## config.mk

```make
export PLATFORM = sky130hd
export DESIGN_NAME = smd_margin_ctrl
export DESIGN_NICKNAME = d
export VERILOG_FILES = /design/src/shared/smd_pkg.sv /design/src/shared/smd_cmp_if.sv /design/src/design/smd_margin_ctrl.sv /design/src/design/smd_averager.sv
export SDC_FILE = /design/constraint.sdc
export NUM_CORES = 2
export LEC_CHECK = 0
export BUFFER_PORTS_ARGS = -buffer_cell sky130_fd_sc_hd__buf_2
export CAP_MARGIN = 20
export CORE_MARGIN = 2
export CORE_UTILIZATION = 36
export CTS_BUF_LIST = sky130_fd_sc_hd__clkbuf_16
export CTS_CLUSTER_SIZE = 30
export DETAILED_ROUTE_END_ITERATION = 8
export PLACE_DENSITY = 0.6
export SLEW_MARGIN = 5
export SYNTH_ARGS = -nofsm -noshare
export SYNTH_HDL_FRONTEND = slang
export SYNTH_SLANG_ARGS = --single-unit
```

## constraint.sdc

```tcl
create_clock -name core_clk_in -period 13.1 [get_ports core_clk_in]
set_input_delay 1.965 -clock core_clk_in [delete_from_list [all_inputs] [get_ports core_clk_in]]
set_output_delay 1.965 -clock core_clk_in [all_outputs]
set_load 0.05 [all_outputs]
```

## src/shared/smd_pkg.sv

```systemverilog
package smd_pkg;

    // -------------------------------------------------------------
    // Channels and widths
    // -------------------------------------------------------------
    localparam int          NUM_CH        = 16;
    localparam int          CH_W          = 4;
    localparam int          CODE_W        = 8;
    localparam int          VOUT_W        = 16;
    localparam int          PAGE_W        = 5;

    // -------------------------------------------------------------
    // Command code and field layout of margin_configuration
    // -------------------------------------------------------------
    localparam logic [7:0]  CMD_MARGIN_CFG = 8'hDF;
    localparam int          CFG_SLOPE_BIT  = 15;
    localparam int          CFG_OPEN_BIT   = 14;
    localparam int          CFG_CODE_LSB   = 0;
    localparam logic [15:0] CFG_RESET      = 16'h0000;
    localparam logic [5:0]  CFG_ZERO_FIELD = 6'h00;

    // Pin function value meaning plain DAC operation
    localparam logic [2:0]  PIN_FN_DAC     = 3'h0;

    // Code rails
    localparam logic [7:0]  CODE_MIN       = 8'h00;
    localparam logic [7:0]  CODE_MAX       = 8'hFF;

    // Index of the last sample in each four-sample average, and tolerance in percent
    localparam logic [1:0]  LAST_SAMPLE    = 2'h3;
    localparam int          TOL_PCT        = 1;

    // -------------------------------------------------------------
    // Timing
    // -------------------------------------------------------------
    localparam int          CLK_HZ         = 20_000_000;
    localparam int          AVG_PERIOD_MS  = 20;
    localparam int          SETTLE_MS      = 100;
    localparam int          AVG_CYCLES     = AVG_PERIOD_MS * (CLK_HZ / 1000);
    localparam int          SETTLE_CYCLES  = SETTLE_MS * (CLK_HZ / 1000);

    // Margin request encoding from the operation command
    localparam logic [1:0]  MREQ_OFF       = 2'h0;
    localparam logic [1:0]  MREQ_LOW       = 2'h1;
    localparam logic [1:0]  MREQ_HIGH      = 2'h2;

    // Controller states, one-hot
    typedef enum logic [3:0] {
        SMD_IDLE   = 4'b0001,
        SMD_WAITPG = 4'b0010,
        SMD_ACTIVE = 4'b0100,
        SMD_SETTLE = 4'b1000
    } smd_state_t;

endpackage

```

## src/shared/smd_cmp_if.sv

```systemverilog
`timescale 1ns/1ps
// Averaged comparison results passed from the averager to the controller
interface smd_cmp_if;
    import smd_pkg::*;
    logic              aim_high;  // Target in use is the high target
    logic              res_valid; // One-cycle pulse per finished average
    logic [CH_W-1:0]   res_ch;    // Channel of the result
    logic              res_below; // Average below target by more than tolerance
    logic              res_above; // Average above target by more than tolerance

    modport src (input aim_high, output res_valid, res_ch, res_below, res_above);
    modport snk (output aim_high, input res_valid, res_ch, res_below, res_above);
endinterface

```

## src/design/smd_margin_ctrl.sv

```systemverilog
`timescale 1ns/1ps
// Closed-loop supply margining controller, sixteen channels
module smd_margin_ctrl
    import smd_pkg::*;
#(
    parameter int AVG_CYC    = AVG_CYCLES,
    parameter int SETTLE_CYC = SETTLE_CYCLES
)(
    // Clock, reset, enable
    input  wire logic                     core_clk_in,
    input  wire logic                     rst_in,
    input  wire logic                     ce_in,
    // Command port
    input  wire logic [PAGE_W-1:0]        cmd_page_in,
    input  wire logic [7:0]               cmd_code_in,
    input  wire logic                     cmd_wr_in,
    input  wire logic                     cmd_rd_in,
    input  wire logic [15:0]              cmd_wdata_in,
    output logic      [15:0]              cmd_rdata_out,
    output logic                          cmd_rvalid_out,
    // System state
    input  wire logic [1:0]               margin_req_in,
    input  wire logic                     ignore_faults_in,
    input  wire logic                     all_power_good_in,
    input  wire logic [NUM_CH*3-1:0]      dac_pin_function_config_in,
    input  wire logic [NUM_CH-1:0]        vout_cmd_active_in,
    input  wire logic                     alert_enable_in,
    input  wire logic                     clear_faults_in,
    // Voltage samples, averaged inside in groups of four
    input  wire logic                     smp_valid_in,
    input  wire logic [CH_W-1:0]          smp_ch_in,
    input  wire logic [VOUT_W-1:0]        smp_vout_in,
    input  wire logic [VOUT_W-1:0]        tgt_high_in,
    input  wire logic [VOUT_W-1:0]        tgt_low_in,
    // DAC outputs and status
    output logic      [NUM_CH*CODE_W-1:0] dac_code_out,
    output logic      [NUM_CH-1:0]        dac_oe_out,
    output logic      [NUM_CH-1:0]        margin_fault_out,
    output logic                          status_margin_out,
    output logic                          alert_out,
    output logic                          fault_monitor_en_out
);

    // ---------------------------------------------------------------
    // Storage
    // ---------------------------------------------------------------
    logic              slope_r  [NUM_CH];
    logic              open_r   [NUM_CH];
    logic [CODE_W-1:0] cfg_code_r [NUM_CH];
    logic [CODE_W-1:0] code_r   [NUM_CH];
    logic              first_r  [NUM_CH];
    logic              pend_r   [NUM_CH];
    logic              pbelow_r [NUM_CH];
    logic              pabove_r [NUM_CH];
    logic [NUM_CH-1:0] fault_r;
    logic [NUM_CH-1:0] oe_r;
    logic [NUM_CH-1:0] one_step_r;
    logic [NUM_CH*CODE_W-1:0] dac_r;
    logic              status_r;
    logic              alert_r;
    logic              mon_en_r;
    logic [15:0]       rdata_r;
    logic              rvalid_r;
    logic              aim_high_r;
    logic              ign_r;
    logic [31:0]       avg_cnt_r;
    logic [31:0]       settle_cnt_r;
    smd_state_t        state_r;
    smd_state_t        state_nxt;

    smd_cmp_if cmp ();

    // ---------------------------------------------------------------
    // Helpers
    // ---------------------------------------------------------------

    // One saturating step; raise means the supply should go up
    function automatic logic [CODE_W-1:0] step_code(input logic [CODE_W-1:0] c,
                                                    input logic raise, input logic slope);
        logic up;
        up = (raise == slope);
        if (up) begin
            return (c == CODE_MAX) ? c : c + 8'h01;
        end else begin
            return (c == CODE_MIN) ? c : c - 8'h01;
        end
    endfunction

    // True when the code is already on the rail it would step toward
    function automatic logic at_rail(input logic [CODE_W-1:0] c, input logic raise, input logic slope);
        return (raise == slope) ? (c == CODE_MAX) : (c == CODE_MIN);
    endfunction

    // ---------------------------------------------------------------
    // Decode
    // ---------------------------------------------------------------

    // Only pages 0..15 hold margining channels
    wire logic             page_ok_w  = (cmd_page_in < PAGE_W'(NUM_CH));
    wire logic [CH_W-1:0]  page_ch_w  = cmd_page_in[CH_W-1:0];
    wire logic             cfg_hit_w  = page_ok_w && (cmd_code_in == CMD_MARGIN_CFG);
    wire logic             cfg_wr_w   = cfg_hit_w && cmd_wr_in;
    wire logic             req_on_w   = (margin_req_in == MREQ_HIGH) || (margin_req_in == MREQ_LOW);
    wire logic             req_high_w = (margin_req_in == MREQ_HIGH);
    wire logic             avg_tick_w = (avg_cnt_r == 32'(AVG_CYC - 1));
    wire logic             settle_done_w = (settle_cnt_r == 32'(SETTLE_CYC - 1));
    wire logic             start_w    = (state_r == SMD_WAITPG) && all_power_good_in;
    wire logic             active_w   = (state_r == SMD_ACTIVE);

    wire logic [15:0]      cfg_read_w = {slope_r[page_ch_w], open_r[page_ch_w], CFG_ZERO_FIELD,
                                         cfg_code_r[page_ch_w]};

    // margining only where the pin is in DAC use
    logic [NUM_CH-1:0] dac_use_w;
    always_comb begin
        for (int i = 0; i < NUM_CH; i++) begin
            dac_use_w[i] = (dac_pin_function_config_in[i*3 +: 3] == PIN_FN_DAC);
        end
    end

    // ---------------------------------------------------------------
    // Controller state
    // ---------------------------------------------------------------

    // Next state of the margining sequence
    always_comb begin
        state_nxt = state_r;
        case (state_r)
            SMD_IDLE: begin
                if (req_on_w) begin
                    state_nxt = SMD_WAITPG;
                end
            end
            SMD_WAITPG: begin
                if (!req_on_w) begin
                    state_nxt = SMD_IDLE;
                end else if (all_power_good_in) begin
                    state_nxt = SMD_ACTIVE;
                end
            end
            SMD_ACTIVE: begin
                if (!req_on_w) begin
                    state_nxt = ign_r ? SMD_SETTLE : SMD_IDLE;
                end
            end
            SMD_SETTLE: begin
                if (settle_done_w) begin
                    state_nxt = SMD_IDLE;
                end
            end
            default: begin
                state_nxt = SMD_IDLE;
            end
        endcase
    end

    // State register and the two period counters
    always_ff @(posedge core_clk_in) begin
        if (rst_in) begin
            state_r      <= SMD_IDLE;
            avg_cnt_r    <= '0;
            settle_cnt_r <= '0;
            aim_high_r   <= 1'b0;
            ign_r        <= 1'b0;
        end else if (ce_in) begin
            state_r <= state_nxt;
            avg_cnt_r <= (!active_w || avg_tick_w) ? '0 : avg_cnt_r + 32'h1;
            settle_cnt_r <= (state_r == SMD_SETTLE) ? settle_cnt_r + 32'h1 : '0;
            if (state_r != SMD_ACTIVE) begin
                aim_high_r <= req_high_w;
            end
            if (active_w) begin
                ign_r <= ign_r | ignore_faults_in;
            end else if (state_r == SMD_IDLE) begin
                ign_r <= ignore_faults_in;
            end
        end
    end

    // ---------------------------------------------------------------
    // Averager
    // ---------------------------------------------------------------
    assign cmp.aim_high = aim_high_r;

    smd_averager u_avg (
        .core_clk_in  (core_clk_in),
        .rst_in       (rst_in),
        .ce_in        (ce_in),
        .clr_in       (!active_w),
        .smp_valid_in (smp_valid_in),
        .smp_ch_in    (smp_ch_in),
        .smp_vout_in  (smp_vout_in),
        .tgt_high_in  (tgt_high_in),
        .tgt_low_in   (tgt_low_in),
        .cmp          (cmp)
    );

    // ---------------------------------------------------------------
    // Configuration register
    // ---------------------------------------------------------------

    // Per-page writes; unused bits are dropped
    always_ff @(posedge core_clk_in) begin
        if (rst_in) begin
            for (int i = 0; i < NUM_CH; i++) begin
                slope_r[i]    <= CFG_RESET[CFG_SLOPE_BIT];
                open_r[i]     <= CFG_RESET[CFG_OPEN_BIT];
                cfg_code_r[i] <= CFG_RESET[CFG_CODE_LSB +: CODE_W];
            end
        end else if (ce_in && cfg_wr_w) begin
            slope_r[page_ch_w]    <= cmd_wdata_in[CFG_SLOPE_BIT];
            open_r[page_ch_w]     <= cmd_wdata_in[CFG_OPEN_BIT];
            cfg_code_r[page_ch_w] <= cmd_wdata_in[CFG_CODE_LSB +: CODE_W];
        end
    end

    // Read answers one cycle later; other codes read zero
    always_ff @(posedge core_clk_in) begin
        if (rst_in) begin
            rdata_r  <= '0;
            rvalid_r <= 1'b0;
        end else if (ce_in) begin
            rvalid_r <= cmd_rd_in;
            if (cmd_rd_in) begin
                rdata_r <= cfg_hit_w ? cfg_read_w : 16'h0000;
            end
        end
    end

    // ---------------------------------------------------------------
    // Per-channel DAC loop
    // ---------------------------------------------------------------

    // Results wait for the period end, so closed-loop codes never move mid-period
    always_ff @(posedge core_clk_in) begin
        if (rst_in) begin
            for (int i = 0; i < NUM_CH; i++) begin
                code_r[i]   <= '0;
                first_r[i]  <= 1'b0;
                pend_r[i]   <= 1'b0;
                pbelow_r[i] <= 1'b0;
                pabove_r[i] <= 1'b0;
            end
            fault_r <= '0;
        end else if (ce_in) begin
            for (int i = 0; i < NUM_CH; i++) begin
                if (start_w) begin
                    code_r[i]  <= cfg_code_r[i];
                    first_r[i] <= 1'b1;
                    pend_r[i]  <= 1'b0;
                end else if (active_w) begin
                    if (cmp.res_valid && (cmp.res_ch == CH_W'(i))) begin
                        pend_r[i]   <= 1'b1;
                        pbelow_r[i] <= cmp.res_below;
                        pabove_r[i] <= cmp.res_above;
                    end
                    if (open_r[i]) begin
                        code_r[i] <= cfg_code_r[i];
                    end else if (avg_tick_w && pend_r[i] && dac_use_w[i]) begin
                        pend_r[i] <= 1'b0;
                        if (pbelow_r[i] || pabove_r[i]) begin
                            code_r[i]  <= step_code(code_r[i], pbelow_r[i], slope_r[i]);
                            first_r[i] <= 1'b0;
                        end
                    end
                end
            end
            // Fault flags: a new fault wins over a clear in the same cycle
            for (int i = 0; i < NUM_CH; i++) begin
                if (active_w && !open_r[i] && dac_use_w[i] && avg_tick_w && pend_r[i] &&
                    ((!first_r[i] && code_r[i] != cfg_code_r[i] &&
                      (aim_high_r ? pabove_r[i] : pbelow_r[i]) && one_step_r[i]) ||
                     ((pbelow_r[i] || pabove_r[i]) && at_rail(code_r[i], pbelow_r[i], slope_r[i])))) begin
                    fault_r[i] <= 1'b1;
                end else if (clear_faults_in) begin
                    fault_r[i] <= 1'b0;
                end
            end
        end
    end

    // One-step tracker, cleared after the second step is judged
    always_ff @(posedge core_clk_in) begin
        if (rst_in) begin
            one_step_r <= '0;
        end else if (ce_in) begin
            for (int i = 0; i < NUM_CH; i++) begin
                if (start_w) begin
                    one_step_r[i] <= 1'b0;
                end else if (active_w && avg_tick_w && pend_r[i]) begin
                    one_step_r[i] <= first_r[i] && (pbelow_r[i] || pabove_r[i]);
                end
            end
        end
    end

    // ---------------------------------------------------------------
    // Outputs
    // ---------------------------------------------------------------

    // Drive enables and codes, all registered
    always_ff @(posedge core_clk_in) begin
        if (rst_in) begin
            oe_r      <= '0;
            dac_r     <= '0;
            status_r  <= 1'b0;
            alert_r   <= 1'b0;
            mon_en_r  <= 1'b1;
        end else if (ce_in) begin
            for (int i = 0; i < NUM_CH; i++) begin
                dac_r[i*CODE_W +: CODE_W] <= code_r[i];
                oe_r[i] <= dac_use_w[i] && (active_w || vout_cmd_active_in[i]);
            end
            status_r <= |fault_r;
            alert_r  <= alert_enable_in && (|fault_r);
            mon_en_r <= (state_nxt != SMD_SETTLE) && !(active_w && ign_r);
        end
    end

    assign dac_code_out         = dac_r;
    assign dac_oe_out           = oe_r;
    assign margin_fault_out     = fault_r;
    assign status_margin_out    = status_r;
    assign alert_out            = alert_r;
    assign fault_monitor_en_out = mon_en_r;
    assign cmd_rdata_out        = rdata_r;
    assign cmd_rvalid_out       = rvalid_r;

endmodule

```

## src/design/smd_averager.sv

```systemverilog
`timescale 1ns/1ps
// Four-sample averager and tolerance comparator, shared by all channels
module smd_averager
    import smd_pkg::*;
(
    // Clock and control
    input  wire logic              core_clk_in,
    input  wire logic              rst_in,
    input  wire logic              ce_in,
    input  wire logic              clr_in,
    // Sample stream
    input  wire logic              smp_valid_in,
    input  wire logic [CH_W-1:0]   smp_ch_in,
    input  wire logic [VOUT_W-1:0] smp_vout_in,
    input  wire logic [VOUT_W-1:0] tgt_high_in,
    input  wire logic [VOUT_W-1:0] tgt_low_in,
    // Results
    smd_cmp_if.src                 cmp
);

    logic [VOUT_W+1:0] acc_r [NUM_CH];
    logic [1:0]        cnt_r [NUM_CH];
    logic              vld_r;
    logic [CH_W-1:0]   ch_r;
    logic              below_r;
    logic              above_r;

    // Outside the band when a exceeds b and diff * 100 exceeds b * tolerance
    function automatic logic out_of_band(input logic [VOUT_W-1:0] a, input logic [VOUT_W-1:0] b);
        logic [VOUT_W+7:0] diff100;
        logic [VOUT_W+7:0] lim;
        diff100 = (VOUT_W+8)'(a - b) * (VOUT_W+8)'(100);
        lim     = (VOUT_W+8)'(b) * (VOUT_W+8)'(TOL_PCT);
        return (a > b) && (diff100 > lim);
    endfunction

    // Decode of the finished average
    wire logic [VOUT_W+1:0] sum_w  = acc_r[smp_ch_in] + (VOUT_W+2)'(smp_vout_in);
    wire logic [VOUT_W-1:0] avg_w  = sum_w[VOUT_W+1:2];
    wire logic [VOUT_W-1:0] tgt_w  = cmp.aim_high ? tgt_high_in : tgt_low_in;
    wire logic              last_w = (cnt_r[smp_ch_in] == LAST_SAMPLE);

    // Accumulate; restart counts when margining restarts
    always_ff @(posedge core_clk_in) begin
        if (rst_in || (ce_in && clr_in)) begin
            for (int i = 0; i < NUM_CH; i++) begin
                acc_r[i] <= '0;
                cnt_r[i] <= '0;
            end
            vld_r   <= 1'b0;
            ch_r    <= '0;
            below_r <= 1'b0;
            above_r <= 1'b0;
        end else if (ce_in) begin
            vld_r <= 1'b0;
            if (smp_valid_in) begin
                cnt_r[smp_ch_in] <= cnt_r[smp_ch_in] + 2'h1;
                acc_r[smp_ch_in] <= last_w ? '0 : sum_w;
                if (last_w) begin
                    vld_r   <= 1'b1;
                    ch_r    <= smp_ch_in;
                    below_r <= out_of_band(tgt_w, avg_w);
                    above_r <= out_of_band(avg_w, tgt_w);
                end
            end
        end
    end

    assign cmp.res_valid = vld_r;
    assign cmp.res_ch    = ch_r;
    assign cmp.res_below = below_r;
    assign cmp.res_above = above_r;

endmodule

```

# Yosys cells after proc, flatten, opt, wreduce, memory -nomap -nowiden
# Memory sizes are Yosys's and may differ from the RTL's.
# Index checks and enable logic that the tools add are counted.
dict set report op_classes {
  addsub 38
  mul 2
  magnitude_cmp 5
  eq_ne 75
  n_mux 879
  bitwise 161
  reduce_logical 444
}
# cell n
set ops {}
lappend ops {{$mux W8} 209}
lappend ops {{$mux W1} 651}
lappend ops {{$logic_and A1 B1 Y1} 251}
lappend ops {{$or A1 B1 Y1} 161}
lappend ops {{$eq A8 B8 Y1 const B} 17}
lappend ops {{$add A8 B1 Y8 const B} 16}
lappend ops {{$logic_not A8 Y1} 16}
lappend ops {{$ne A8 B8 Y1} 16}
lappend ops {{$sub A8 B1 Y8 const B} 16}
lappend ops {{$reduce_and A2 Y1} 35}
lappend ops {{$reduce_bool A2 Y1} 33}
lappend ops {{$add A32 B1 Y32 const B} 2}
lappend ops {{$mux W32} 2}
lappend ops {{$logic_or A1 B1 Y1} 51}
lappend ops {{$gt A24 B16 Y1} 2}
lappend ops {{$logic_not A3 Y1} 16}
lappend ops {{$mul A24 B5 Y22 const B} 2}
lappend ops {{$mux W4} 11}
lappend ops {{$eq A4 B4 Y1 const B} 9}
lappend ops {{$mux W18} 2}
lappend ops {{$logic_not A1 Y1} 34}
lappend ops {{$sub A16 B16 Y17} 2}
lappend ops {{$eq A32 B19 Y1 const B} 1}
lappend ops {{$eq A32 B21 Y1 const B} 1}
lappend ops {{other kinds (22)} 48}
dict set report totals {
  regBits 273
  ram_bits 672
  inputBits 157
  output_inout_bits 180
  mem_count 10
}
# memory depth word_bits rd rd_clocked_by_memory_dff wr line_no
set mem_list {}
lappend mem_list {u_avg.acc_r 16 18 1 0 16 smd_averager.sv:21} ;# logic [VOUT_W+1:0] acc_r [NUM_CH];
lappend mem_list {cfg_code_r 16 8 17 0 16 smd_margin_ctrl.sv:49} ;# logic [CODE_W-1:0] cfg_code_r [NUM_CH];
lappend mem_list {code_r 16 8 16 0 16 smd_margin_ctrl.sv:50} ;# logic [CODE_W-1:0] code_r [NUM_CH];
lappend mem_list {u_avg.cnt_r 16 2 1 0 16 smd_averager.sv:22} ;# logic [1:0] cnt_r [NUM_CH];
lappend mem_list {first_r 16 1 16 0 16 smd_margin_ctrl.sv:51} ;# logic first_r [NUM_CH];
lappend mem_list {open_r 16 1 17 0 16 smd_margin_ctrl.sv:48} ;# logic open_r [NUM_CH];
lappend mem_list {{4 more memories} n/a n/a n/a n/a n/a n/a}

# Logic depth before layout (Yosys ltp)
# An unclocked memory read counts as a cell.
dict set report logic_depth {
  word_depth 12
  mapped_depth 41
}

# Hierarchy
# From an unflattened synthesis, not the netlist that was laid out.
dict set report hier_totals {
  cells_unflattened 5144
  area_unflattened_um2 54807.6
}
# mod instances cells_per_inst area_per_inst_um2 seq_area_each_um2
set by_module_without_submodules {}
lappend by_module_without_submodules {smd_margin_ctrl 1 3309 33877.5 15775.1}
lappend by_module_without_submodules {smd_averager 1 1835 20930.1 9749.4}

# Least setup slack after synthesis
# OpenSTA, ideal clock, no wires.
dict set report synth_timing {
  kind {input to register}
  from {input port smp_ch_in[0]}
  to {register u_avg.above_r (netlist: u_avg.cmp.res_above)}
  setup_ns 0.132
  t_arrival_ns 10.846
  required_ns 12.968
  setup_slack_ns 2.122
  stages 38
  path_buffers 6
  path_cell_list {buf_2 > buf_4 > buf_1 > buf_1 > mux4_2 > mux4_2 > ha_1 > fa_1 > nand3_1 > a21o_1 > a21o_1 > a21oi_1 > o21ai_0 > a21boi_0 > o21ai_0 > nor3b_2 > clkbuf_1 > nor2_1 > (+2 left out) > inv_1 > a221oi_1 > inv_1 > a211o_1 > ha_1 > ha_1 > inv_1 > fa_1 > inv_1 > ha_1 > a211o_1 > a221o_1 > a21o_1 > a211o_1 > a221oi_1 > o211ai_1 > a2111oi_0 > o21ai_0}
}
dict set report synth_via {
  elab_chain_cells 6
  word_cells_on_any_way 10
  classes_between {add/sub (2); mul (1); order compare (2); eq/ne (1); reduce/logical (2); memory (2)}
}
# element line_no
set synth_rtl {}
lappend synth_rtl {{from (decl)} smd_margin_ctrl.sv:31} ;# input wire logic [CH_W-1:0] smp_ch_in,
lappend synth_rtl {{$mem_v2 Z16 W18} n/a}
lappend synth_rtl {{$add A18 B16 Y18} smd_averager.sv:38} ;# wire logic [VOUT_W+1:0] sum_w = acc_r[smp_ch_in] + (VOUT_W+2)'(smp_vout_in);
lappend synth_rtl {{$sub A16 B16 Y17} smd_averager.sv:32} ;# diff100 = (VOUT_W+8)'(a - b) * (VOUT_W+8)'(100);
lappend synth_rtl {{$mul A24 B5 Y22} smd_averager.sv:32}
lappend synth_rtl {{$gt A24 B16 Y1} smd_averager.sv:34} ;# return (a > b) && (diff100 > lim);
lappend synth_rtl {{$logic_and A1 B1 Y1} smd_averager.sv:34}
lappend synth_rtl {{to (signal assigned)} smd_averager.sv:63} ;# above_r <= out_of_band(avg_w, tgt_w);
lappend synth_rtl {{to (decl)} smd_averager.sv:26} ;# logic above_r;
# Parallel ways exist; a longest one is shown, timed or not.
# A chain may end at the register's enable or synchronous reset.

# Final worst setup path
# Ends and elaborated chain as after synthesis.

==> results.sh <==
export IMPL_ios=337
export IMPL_synth_warnings=0
export IMPL_layout_common_cells="732 x nor2_1, 672 x edfxtp_1, 336 x nand2_1, 321 x buf_2, 279 x inv_1"
export IMPL_design_area_um2=60500
export IMPL_slew_viol_final=0
export IMPL_initial_core_util=0.362
export IMPL_antenna_found_initial=13
export IMPL_rr_worst_depth=34
export IMPL_worstPathArrival_ps=11410
export IMPL_postSynthAreaPerCell_um2=10.7
export IMPL_drive_gt1_frac=0.143
export IMPL_h_tree_depth=3
export IMPL_die_width_um=389
export IMPL_fmax_ghz=0.0923
export IMPL_yosys_area_top_type="edfxtp_1"
export IMPL_cts_tree="done"
export IMPL_fin_tns_setup_ps=0
export IMPL_viasPerCell=5.46
export IMPL_hp_class="flop to flop"
export IMPL_final_antenna_net_count=0
export IMPL_ys_async_sr_fraction=0
export IMPL_critPathMostFrequentCell="ha_1"
export IMPL_p_per_area_nw_per_um2=227
export IMPL_holdPathStages=2
export IMPL_finalCritPeriodShare=0.827
export IMPL_grt_start_max_net_pins=83
export IMPL_wl_um=164000
export IMPL_whs_endpoint="dac_oe_out[11]"
export IMPL_cp_end_kind="flop"
export IMPL_drt_iter0_drc=4030
export IMPL_finalClockSkew_ps=34.4
export IMPL_synth_cell_types=85
export IMPL_netlist_instances=5006
export IMPL_syn_area_um2=53400
export IMPL_timing_rr_end="u_avg.cmp.res_below"
export IMPL_die_h_um=389
export IMPL_synth_area_top_cells="edfxtp_1 38%, dfxtp_1 10%, mux4_2 6.3%"
export IMPL_finalNetCount=5735
export IMPL_track_usage=0.211
export IMPL_maxCapViolCount=0
export IMPL_r2r_slack_ps=4010
export IMPL_synth_top_area_share=0.378
export IMPL_nFillCells=14200
export IMPL_synth_edff_count=672
export IMPL_dpl_instance_area_um2=57000
export IMPL_clockBufferDepth=3
export IMPL_worstHoldStart="dac_oe_out[11]"
export IMPL_clock_latency_ps=730
export IMPL_dieArea_um2=152000
export IMPL_dr_pass1_iters=7
export IMPL_status="complete, no violations"
export IMPL_finalSetupViolations=0
export IMPL_rows=141
export IMPL_cts_root_buf="clkbuf_16"
export IMPL_grt_pass1_vias=38200
export IMPL_timing_final_hold_violations=0
export IMPL_area_delta_synth_final_pct=13.3
export IMPL_reg2reg_from="u_avg.acc_r[11][1]"
export IMPL_grt_overflow=0
export IMPL_worstMarginPinSlew_ps=1140
export IMPL_crit_required_ps=13680
export IMPL_cts_sinks=939
export IMPL_slowest_delay_ps=640
export IMPL_io_buffers=324
export IMPL_gp_congestion=0.904
export IMPL_ys_seq_area_frac=0.478
export IMPL_path_max_fanout=66
export IMPL_p_leak_nw=24.1
export IMPL_worstSetupPathType="input pin to flop"
export IMPL_dpl_hpwl_um=117000
export IMPL_worst_path_max_delay_cell="buf_6"
export IMPL_cts_buffers=101
export IMPL_path_clk_slew_ps=60
export IMPL_synthFlopType="edfxtp_1"
export IMPL_period_minus_slack_ps=10840
export IMPL_grt_pass1_wl_um=242000
export IMPL_postCtsHoldBufs=0
export IMPL_drc=0
export IMPL_core_um2=147000
export IMPL_max_vdd_ir_drop_uv=442
export IMPL_ys_seq_elements=939
export IMPL_cts_resized=0
export IMPL_critPathLaunchType="input pin"
export IMPL_rsz0062_at_grt="no"
export IMPL_slew_headroom=0.237
export IMPL_avgRoutedWirePerCell_um=22.5
export IMPL_vias=39800
export IMPL_fin_total_pwr_mw=13.8
export IMPL_mostFrequentLayoutCell="nor2_1"
export IMPL_post_cts_buffers=0
metal layers:
metal	vias to the layer above	track usage	routed length [um]
met3	277	0.0477	14600
li1	18500	-	-
met5	-	0	84
met2	1603	0.344	76000
met4	12	0.0717	5490
met1	19400	0.277	67300
power breakdown:
group	switching (mW)	total (mW)	leakage [nW]	internal (mW)
clock	1.27	2.98	1.78	1.71
sequential	0.109	3.40	9.23	3.29
combinational	4.24	7.37	13.1	3.14
total	5.61	13.8	24.1	8.14
metrics by stage:
step | instances | util | setup WS [ps] | hold WS (ps)
floorplan | 5011 | - | 2120 | 432
global route | 7276 | 0.410 | 1590 | 470
CTS | 7271 | 0.410 | 2320 | 461
global placement | 7082 | 0.387 | 1610 | 443
detailed placement | 7082 | 0.387 | 1570 | 451
finish | 7282 | 0.411 | 2260 | 456
logic make-up (layout without fill, tap and decap cells):
group                    Yosys count  in the layout  synth area share
XOR/XNOR                         373            373            0.0616
buffers and inverters            511            846            0.0372
AND/OR/NAND/NOR                 1796           1796             0.161
other                              1             12         0.0000702
flip-flops                       939            939             0.478
adder cells (fa/ha/maj)          318            318            0.0816
multiplexers                     312            312            0.0936
AO/OA/AOI/OAI                    756            756            0.0868
cells in the mapped netlist (17+ instances only):
| cell | count |
|---|---|
| a22oi_1 | 17 |
| o21bai_1 | 61 |
| or3_1 | 35 |
| and3_1 | 19 |
| o21ai_1 | 24 |
| o21a_1 | 20 |
| nor3_1 | 79 |
| clkbuf_1 | 201 |
| mux2i_1 | 162 |
| inv_1 | 256 |
| nand2_1 | 336 |
| a211oi_1 | 21 |
| nor2_1 | 734 |
| dfxtp_1 | 267 |
| nand3_1 | 61 |
| nor4_1 | 91 |
| o211ai_1 | 33 |
| o21ai_0 | 157 |
| fa_1 | 51 |
| nand2b_1 | 31 |
| xor2_1 | 150 |
| a31oi_1 | 28 |
| xnor2_1 | 221 |
| nor2b_1 | 26 |
| and2_1 | 172 |
| buf_1 | 29 |
| nand4_1 | 81 |
| mux4_2 | 150 |
| a21o_1 | 46 |
| or2_2 | 39 |
| edfxtp_1 | 672 |
| nand3b_1 | 34 |
| a21oi_1 | 265 |
| ha_1 | 267 |
flip-flops by register name, indices dropped and copies added, names as in the netlist, 32 cells and up:
name and cells:
settle_cnt_r 32, code_r 128, cfg_code_r 128, u_avg.cnt_r 32, avg_cnt_r 32, u_avg.acc_r 288
dac_code_out 128
worst max-delay path, delay by kind of cell:
family	cells	cell delay, ps
adders and majority gates	6	2270
buffers and inverters	4	780
muxes	2	1140
and+or+nand+nor	7	1930
AOI/OAI and AO/OA	15	3240
cell type report:
| cell class | instances | area (um2) | share of cell area |
|---|---|---|---|
| diodes | 6 | 15.0 | 0.000248 |
| clock buffers | 108 | 2700 | 0.0446 |
| clock inverters | 81 | 752 | 0.0124 |
| inverters | 259 | 972 | 0.0161 |
| multi-input cells | 3561 | 26000 | 0.429 |
| flip-flops and latches | 939 | 25500 | 0.422 |
| well taps | 1930 | 2410 | 0.0399 |
| repair buffers | 398 | 2200 | 0.0363 |
worst max path at each step:
stage	to	from
after floorplan	u_avg.cmp.res_above	smp_ch_in[0]
after global placement	u_avg.cmp.res_above	smp_ch_in[0]
after detailed placement	u_avg.cmp.res_below	smp_ch_in[0]
after CTS	u_avg.cmp.res_below	smp_ch_in[0]
after global routing	u_avg.cmp.res_below	smp_ch_in[0]
final	u_avg.cmp.res_above	smp_ch_in[0]
Power figures use the tool's default switching activity.
